`src/core/dmd_params.svh`:
```
// Constants for the dual bank memory decoder
`ifndef DMD_PARAMS_SVH
`define DMD_PARAMS_SVH
`define DMD_ADDR_W        16
`define DMD_BANK_BIT      15
`define DMD_INT_DATA_TOP  16'h0400
`define DMD_SERIAL_TOP    16'h0002
`define DMD_B0_DATA_LO    16'h0200
`define DMD_B0_DATA_HI    16'h02ff
`define DMD_B0_PROG_LO    16'hff00
`define DMD_MON_LO        16'h0400
`define DMD_MON_HI        16'h1000
`define DMD_RUN_ADDR      16'h1008
`define DMD_FLAG_RST      1'b1
`define DMD_B0_PROG_RST   1'b0
`define DMD_SLOW_DIV_A    2
`define DMD_SLOW_DIV_B    4
`define DMD_FAST_DIV      1
`define DMD_CNT_W         3
`endif

```
`src/core/dmd_pkg.sv`:
```
// Types shared by both ends of the memory decoder
package dmd_pkg;
   typedef logic [15:0] dmd_addr_t;

   typedef enum logic [0:0] {
      DMD_H_IDLE = 1'b0,
      DMD_H_JUMP = 1'b1
   } dmd_hstate_t;
endpackage

```
`src/core/dmd_if.sv`:
```
// Link between processor core and memory decoder
`timescale 1ns/1ps
interface dmd_if;
   import dmd_pkg::*;
   logic      bank_select_flag;
   logic      prog_strobe;
   logic      data_strobe;
   logic      wr;
   dmd_addr_t addr;
   logic      b0_is_prog;
   logic      cpu_clk_en;

   modport dev (
      input  bank_select_flag,
      input  prog_strobe,
      input  data_strobe,
      input  wr,
      input  addr,
      input  b0_is_prog,
      output cpu_clk_en
   );
   modport host (
      output bank_select_flag,
      output prog_strobe,
      output data_strobe,
      output wr,
      output addr,
      output b0_is_prog,
      input  cpu_clk_en
   );
endinterface

```
`src/core/dmd_clk_div.sv`:
```
// Processor clock enable divider with glitch-free ratio change
`timescale 1ns/1ps
`include "dmd_params.svh"
module dmd_clk_div #(
   parameter int DIV_A = `DMD_SLOW_DIV_A,
   parameter int DIV_B = `DMD_SLOW_DIV_B
) (
   input  wire logic i_clk,
   input  wire logic i_rst_n,
   input  wire logic i_slow,
   input  wire logic i_div_b,
   output logic      o_en
);
   import dmd_pkg::*;

   // Counter reloads with divisor minus one, so its width caps the divisor
   if (DIV_A < 1 || DIV_B < 1 ||
       DIV_A > (1 << `DMD_CNT_W) ||
       DIV_B > (1 << `DMD_CNT_W)) begin : g_bad_div
      $error("dmd_clk_div: divisors must fit the counter");
   end

   typedef struct packed {
      logic [`DMD_CNT_W-1:0] cnt;
   } dmd_div_st_t;

   dmd_div_st_t st_r;
   dmd_div_st_t st_nxt;

   localparam logic [`DMD_CNT_W-1:0] LD_A = `DMD_CNT_W'(DIV_A - 1);
   localparam logic [`DMD_CNT_W-1:0] LD_B = `DMD_CNT_W'(DIV_B - 1);
   localparam logic [`DMD_CNT_W-1:0] LD_F = `DMD_CNT_W'(`DMD_FAST_DIV - 1);

   assign o_en = (st_r.cnt == '0);

   always_comb begin
      st_nxt = st_r;
      // Ratio sampled only on an enable cycle, so no runt period
      if (o_en) begin
         if (i_slow) begin
            st_nxt.cnt = i_div_b ? LD_B : LD_A;
         end else begin
            st_nxt.cnt = LD_F;
         end
      end else begin
         st_nxt.cnt = st_r.cnt - `DMD_CNT_W'(1);
      end
   end

   always_ff @(posedge i_clk or negedge i_rst_n) begin
      if (!i_rst_n) begin
         st_r <= '0;
      end else begin
         st_r <= st_nxt;
      end
   end
endmodule

```
`src/core/dmd_decoder.sv`:
```
// Memory decode and bank switch logic, board end
// What this block does
// - Processor raises bank flag after reset
// - Flag high: boot EPROM is program low half
// - Flag high: processor clock divided by two/four
// - Flag high: first SRAM bank is data
// - Flag low: bank one program, two data
// - Flag low: boot EPROM never selected
// - No external data below 0400h
// - No external program FF00h up when block is program
// - One address selects one 16-bit word
// - Processor resets internal block into data space
// - Internal block at 0200h data or FF00h program
// - Run: clear flag, then jump to 1008h
// - Fit input adds slow data and fast program above 8000h, and fast data below 8000h
// - Fast monitor lives at program 0400h-1000h
// - Monitor reset overwrites block words to 0275h
// - Data words 0 and 1 are serial registers
`timescale 1ns/1ps
`include "dmd_params.svh"
module dmd_decoder #(
   parameter int SLOW_DIV_A = `DMD_SLOW_DIV_A,
   parameter int SLOW_DIV_B = `DMD_SLOW_DIV_B
) (
   input  wire logic I_CLK,
   input  wire logic I_RST_N,
   dmd_if.dev        link,
   input  wire logic I_SPEED_DIVIDER_JUMPER,
   input  wire logic I_UPPER_FITTED,
   output logic      O_CE_EPROM,
   output logic      O_CE_SRAM0_LO,
   output logic      O_CE_SRAM0_HI,
   output logic      O_CE_SRAM1_LO,
   output logic      O_CE_SRAM1_HI,
   output logic [14:0] O_WORD_ADDR,
   output logic      O_SLOW_MODE
);
   import dmd_pkg::*;

   if (SLOW_DIV_A < 1 || SLOW_DIV_B < 1 ||
       SLOW_DIV_A > (1 << `DMD_CNT_W) ||
       SLOW_DIV_B > (1 << `DMD_CNT_W)) begin : g_bad_div
      $error("dmd_decoder: slow divisors must fit the divider");
   end

   // ********************************************
   // State: pin synchronisers
   // ********************************************
   typedef struct packed {
      logic [1:0] jmp_sync;
      logic [1:0] fit_sync;
   } dmd_dec_st_t;

   dmd_dec_st_t st_r;
   dmd_dec_st_t st_nxt;

   logic jumper_s;
   logic fitted_s;

   assign jumper_s = st_r.jmp_sync[1];
   assign fitted_s = st_r.fit_sync[1];

   always_comb begin
      st_nxt          = st_r;
      st_nxt.jmp_sync = {st_r.jmp_sync[0], I_SPEED_DIVIDER_JUMPER};
      st_nxt.fit_sync = {st_r.fit_sync[0], I_UPPER_FITTED};
   end

   always_ff @(posedge I_CLK or negedge I_RST_N) begin
      if (!I_RST_N) begin
         st_r <= '0;
      end else begin
         st_r <= st_nxt;
      end
   end

   // ********************************************
   // Processor clock enable
   // ********************************************
   dmd_clk_div #(
      .DIV_A (SLOW_DIV_A),
      .DIV_B (SLOW_DIV_B)
   ) u_div (
      .i_clk   (I_CLK),
      .i_rst_n (I_RST_N),
      .i_slow  (link.bank_select_flag),
      .i_div_b (jumper_s),
      .o_en    (link.cpu_clk_en)
   );

   // ********************************************
   // Address decode
   // ********************************************
   logic slow;
   logic hi;
   logic prog_ext;
   logic data_ext;
   logic use_prog;
   logic use_data;

   // Flag from processor logic on this clock, no synchroniser
   assign slow = link.bank_select_flag;
   assign O_SLOW_MODE = slow;
   // Word addressing: bit 15 picks the pair, rest goes to chips
   assign hi = link.addr[`DMD_BANK_BIT];
   assign O_WORD_ADDR = link.addr[`DMD_BANK_BIT-1:0];

   always_comb begin
      data_ext = link.data_strobe;
      if (link.addr < `DMD_INT_DATA_TOP) begin
         data_ext = 1'b0;
      end
      prog_ext = link.prog_strobe;
      if (link.b0_is_prog && link.addr >= `DMD_B0_PROG_LO) begin
         prog_ext = 1'b0;
      end
      // One address bus: program wins if both strobes collide
      use_prog = prog_ext;
      use_data = data_ext && !prog_ext;
   end

   always_comb begin
      O_CE_EPROM    = 1'b0;
      O_CE_SRAM0_LO = 1'b0;
      O_CE_SRAM0_HI = 1'b0;
      O_CE_SRAM1_LO = 1'b0;
      O_CE_SRAM1_HI = 1'b0;
      if (slow) begin
         // EPROM covers low half only; upper program reads float
         O_CE_EPROM    = use_prog && !hi;
         O_CE_SRAM0_LO = use_data && !hi;
         O_CE_SRAM0_HI = use_data && hi && fitted_s;
      end else begin
         // Boot EPROM stays dark in fast mode
         O_CE_SRAM0_LO = use_prog && !hi;
         O_CE_SRAM0_HI = use_prog && hi && fitted_s;
         O_CE_SRAM1_LO = use_data && !hi && fitted_s;
         O_CE_SRAM1_HI = use_data && hi;
      end
   end
endmodule

```
`src/flat_wrapper.sv`:
```
// flat-port wrapper written by rule: the top's interface ports become plain ports
module dmd_decoder_flat import dmd_pkg::*;
#(
   parameter int SLOW_DIV_A = `DMD_SLOW_DIV_A,
   parameter int SLOW_DIV_B = `DMD_SLOW_DIV_B
)
  (I_CLK, I_RST_N, I_SPEED_DIVIDER_JUMPER, I_UPPER_FITTED, O_CE_EPROM, O_CE_SRAM0_LO, O_CE_SRAM0_HI, O_CE_SRAM1_LO, O_CE_SRAM1_HI, O_WORD_ADDR, O_SLOW_MODE, link_bank_select_flag, link_prog_strobe, link_data_strobe, link_wr, link_addr, link_b0_is_prog, link_cpu_clk_en);
  dmd_if link_i ();
  input  wire logic I_CLK;
  input  wire logic I_RST_N;
  input  wire logic I_SPEED_DIVIDER_JUMPER;
  input  wire logic I_UPPER_FITTED;
  output logic O_CE_EPROM;
  output logic O_CE_SRAM0_LO;
  output logic O_CE_SRAM0_HI;
  output logic O_CE_SRAM1_LO;
  output logic O_CE_SRAM1_HI;
  output logic [14:0] O_WORD_ADDR;
  output logic O_SLOW_MODE;
  input wire logic [$bits(link_i.bank_select_flag)-1:0] link_bank_select_flag;
  input wire logic [$bits(link_i.prog_strobe)-1:0] link_prog_strobe;
  input wire logic [$bits(link_i.data_strobe)-1:0] link_data_strobe;
  input wire logic [$bits(link_i.wr)-1:0] link_wr;
  input wire logic [$bits(link_i.addr)-1:0] link_addr;
  input wire logic [$bits(link_i.b0_is_prog)-1:0] link_b0_is_prog;
  output wire logic [$bits(link_i.cpu_clk_en)-1:0] link_cpu_clk_en;
  assign link_i.bank_select_flag = link_bank_select_flag;
  assign link_i.prog_strobe = link_prog_strobe;
  assign link_i.data_strobe = link_data_strobe;
  assign link_i.wr = link_wr;
  assign link_i.addr = link_addr;
  assign link_i.b0_is_prog = link_b0_is_prog;
  assign link_cpu_clk_en = link_i.cpu_clk_en;
  dmd_decoder #(.SLOW_DIV_A(SLOW_DIV_A), .SLOW_DIV_B(SLOW_DIV_B)) u_core (.I_CLK(I_CLK), .I_RST_N(I_RST_N), .link(link_i), .I_SPEED_DIVIDER_JUMPER(I_SPEED_DIVIDER_JUMPER), .I_UPPER_FITTED(I_UPPER_FITTED), .O_CE_EPROM(O_CE_EPROM), .O_CE_SRAM0_LO(O_CE_SRAM0_LO), .O_CE_SRAM0_HI(O_CE_SRAM0_HI), .O_CE_SRAM1_LO(O_CE_SRAM1_LO), .O_CE_SRAM1_HI(O_CE_SRAM1_HI), .O_WORD_ADDR(O_WORD_ADDR), .O_SLOW_MODE(O_SLOW_MODE));
endmodule
```
`config.mk`:
```
export PLATFORM = sky130hd
export DESIGN_NAME = dmd_decoder_flat
export DESIGN_NICKNAME = d
export VERILOG_FILES = /design/src/core/dmd_pkg.sv /design/src/core/dmd_if.sv /design/src/core/dmd_clk_div.sv /design/src/core/dmd_decoder.sv /design/src/flat_wrapper.sv
export VERILOG_INCLUDE_DIRS = /design/src /design/src/core
export SDC_FILE = /design/constraint.sdc
export NUM_CORES = 1
export LEC_CHECK = 0
export ABC_AREA = 1
export BUFFER_PORTS_ARGS = -buffer_cell sky130_fd_sc_hd__buf_4
export CORE_UTILIZATION = 32
export DETAILED_ROUTE_END_ITERATION = 7
export PLACE_DENSITY = 0.78
export SLEW_MARGIN = 10
export SYNTH_ARGS = -nofsm -noshare
export SYNTH_HDL_FRONTEND = slang
export SYNTH_SLANG_ARGS = --single-unit
```
`constraint.sdc`:
```
create_clock -name I_CLK -period 1.1 [get_ports I_CLK]
set_input_delay 0.055 -clock I_CLK [delete_from_list [all_inputs] [get_ports I_CLK]]
set_output_delay 0.055 -clock I_CLK [all_outputs]
set_load 0.05 [all_outputs]
```
==> qor.csv <==
metric,value,unit
port buffer count,29,
routed via count,470,
Max VDD drop,0.0008944,V
Fmax,0.8535,GHz
Worst path max stage delay,0.38,ns
Cell variety after synth,13,
Post-synth top cells,"buf_4 (16), nand2_1 (10), inv_1 (8)",
crit path kind,flip-flop to output pin,
post-synth top area cell,dfrtp_1,
GPL Wtd Cong,0.7405,
area grow syn2layout,45.41,%
Num CTS Buffers,3,
grt total ovfl,0,
Yosys reg bits,7,
# setup viols final,2,
mean post-synth cell area,7.757,sq um
period utilisation layout,106.5,%
GRT Total Usage,13.50,%
cell family with most CP delay,flip-flops,
Initial Util,36.47,%
share of cells above drive strength 1,51.16,%
reg-to-reg startpoint,u_core.u_div.st_r[0],
DR iter-0 viols,5,
status,"complete, but fails checks",
most common cell in the netlist,buf_4,
# DRC,0,
worst path required time,1.04,ns
cell leakage power,0.3853,nW
Worst Path Buf+Inv,2,
Netlist Area Pre-Place,504.2,sq um
htree depth,1,
largest net degree at the start of global routing,8,
CTS max path bufs,2,
Synth warnings,0,
final hold violations,0,
CTS tree,built,
maximum fanout along the worst path,2,
cells after synthesis,65,
number of diodes,0,
sum of negative setup slack,-0.07508,ns
CTS root buffer,clkbuf_4,
hold crit path type,input pin to flip-flop,
Non-Filler Instances,101,
Worst-Skew Late Latency,0.25,ns
Total Power,0.001168,W
Vias/cell,4.653,
P per Cell Area,1593,mW/mm^2
Max-slew headroom,91.13,%
Post-DP Area,643.1,sq um
Post-synth ARST share,100.0,%
CP startpoint,u_core.u_div.st_r[0],
Boundary Pins,47,
initial antenna violation count,0,
Chip Width,41.70,um
Pins Over Slew Limit,0,
Least-Margin Pin Slew,0.1317,ns
die height,41.70,um
"Seq/Total Area, Yosys",34.74,%
Final #Nets,115,
Die ar.,0.001738,sq mm
TritonRoute pass-1 iters,2,
RSZ-0062 raised after global routing,yes,
WL per Instance,10.35,um
Synthesized Nets,93,
Main synth FF type,dfrtp_1,
Layout fillers,139,
Critical Path Start Type,flip-flop,
number of global-route vias before repair,477,
Core ar.,0.001383,sq mm
Most common cell on crit path,ha_4,
Synth area leaders,"dfrtp_1 (35%), buf_4 (24%), ha_1 (7.4%)",
fin area,733.2,sq um
clk slew on worst S/H paths,0.05,ns
clock skew,0.001854,ns
Site Rows,13,
post-synth top area share,34.74,%
Post-synth EDFFs,0,
number of max-cap violations,0,
CP endpoint kind,output pin,
Routed WL,1.045,mm
CP Cell Sequence,"inv_2, ha_4, ha_4, buf_8",
first-pass GRT wire length,1.807,mm
CTS Sinks,7,
post-DP HPWL,816.4,um
CP max-delay cell,dfrtp_1,
Tmin final,1.172,ns
failing checks,negative setup slack,
Worst Hold Launch,link_bank_select_flag,
placed cells,93,
Final ANT Viol Nets,0,
Critical Path AT,1.12,ns
setup slack after layout,-0.07159,ns
==> final timing paths <==
check | to | slack [ns] | cells after the start
worst min-delay path | u_core.u_div.st_r[0] | 0.08 | 3
worst min register to register | u_core.fitted_s | 0.35 | 0
worst max register to register | u_core.u_div.st_r[1] | 0 | 6
worst max-delay path | link_cpu_clk_en | -0.07 | 4
max in group asynchronous | u_core.jumper_s | 0.83 | 2
min in group asynchronous | u_core.u_div.st_r[0] | 0.15 | 2
==> worst reg2reg max path: stages, from the launching register on <==
cell and delay, ns:
dfrtp_1 0.35, inv_2 0.05, ha_4 0.16, ha_4 0.16
buf_4 0.14, nand3_1 0.07, o21ai_1 0.06
==> through the flow <==
stage                     util, %  hold WS, ns  setup WS (ns)
after floorplan                 -      -0.2406        0.01690
after CTS                   52.85      0.07353       -0.09038
final                       53.03      0.07967       -0.07159
after detailed placement    46.52      -0.1296        0.02926
after global placement      46.52      -0.1318        0.07592
after global routing        53.03      0.09814        -0.1108
==> metal layers <==
metal | wire (um) | global-route usage [%] | part of all wire, % | vias to the layer above
li1 | - | - | - | 230
met1 | 303 | 10.84 | 29 | 206
met2 | 584 | 25.94 | 56 | 34
met3 | 156 | 7.391 | 15 | 0
met4 | 0 | 5.806 | 0 | 0
met5 | 0 | 0 | 0 | -
==> final cells by class <==
type,instances,area (sq um),area share [%]
clock buffer,4,26.28,3.584
inverter,9,33.78,4.608
multi-input combinational,33,212.7,29.01
sequential,7,175.2,23.89
tap,15,18.77,2.560
timing repair buffer,33,266.5,36.35
==> state kept, by name, indices dropped and copies added (netlist names) <==
| name | cells |
|---|---|
| u_core.u_div.st_r | 3 |
| u_core.jumper_s | 1 |
| u_core.st_nxt | 2 |
| u_core.fitted_s | 1 |
==> report_power, final <==
group          switching [W]  leakage [nW]  internal [W]  total (W)
clock              0.0000897        0.0150      0.000138   0.000228
combinational       0.000338         0.286      0.000274   0.000612
sequential         0.0000224        0.0846      0.000305   0.000328
==> cells in the final DEF, fill, tap and decap left out, drive strengths merged <==
| cell type | instances |
|---|---|
| nand3 | 5 |
| nand2 | 11 |
| buf | 30 |
| ha | 3 |
| nor3 | 1 |
| o21ai | 2 |
| nor2 | 7 |
| nand4 | 4 |
| dfrtp | 7 |
| clkbuf | 4 |
| inv | 9 |
| dlygate4sd3 | 3 |
==> cells by family (layout without fill, tap and decap cells) <==
| group | count (synthesis) | count (layout) | share of synthesized area (%) |
|---|---|---|---|
| adder cells (fa/ha/maj) | 3 | 3 | 7.445 |
| AO/OA/AOI/OAI | 2 | 2 | 1.985 |
| AND/OR/NAND/NOR | 28 | 28 | 25.31 |
| flip-flops | 7 | 7 | 34.74 |
| buffers and inverters | 25 | 46 | 30.52 |
==> repair_timing <==
action	CTS	global route
hold buffers	3	0
setup buffers	1	0
endpoints found under the hold margin	9	0
setup endpoints to repair	2	4
pin swaps	4	5
resized for setup	8	1
Power figures use the tool's default switching activity.
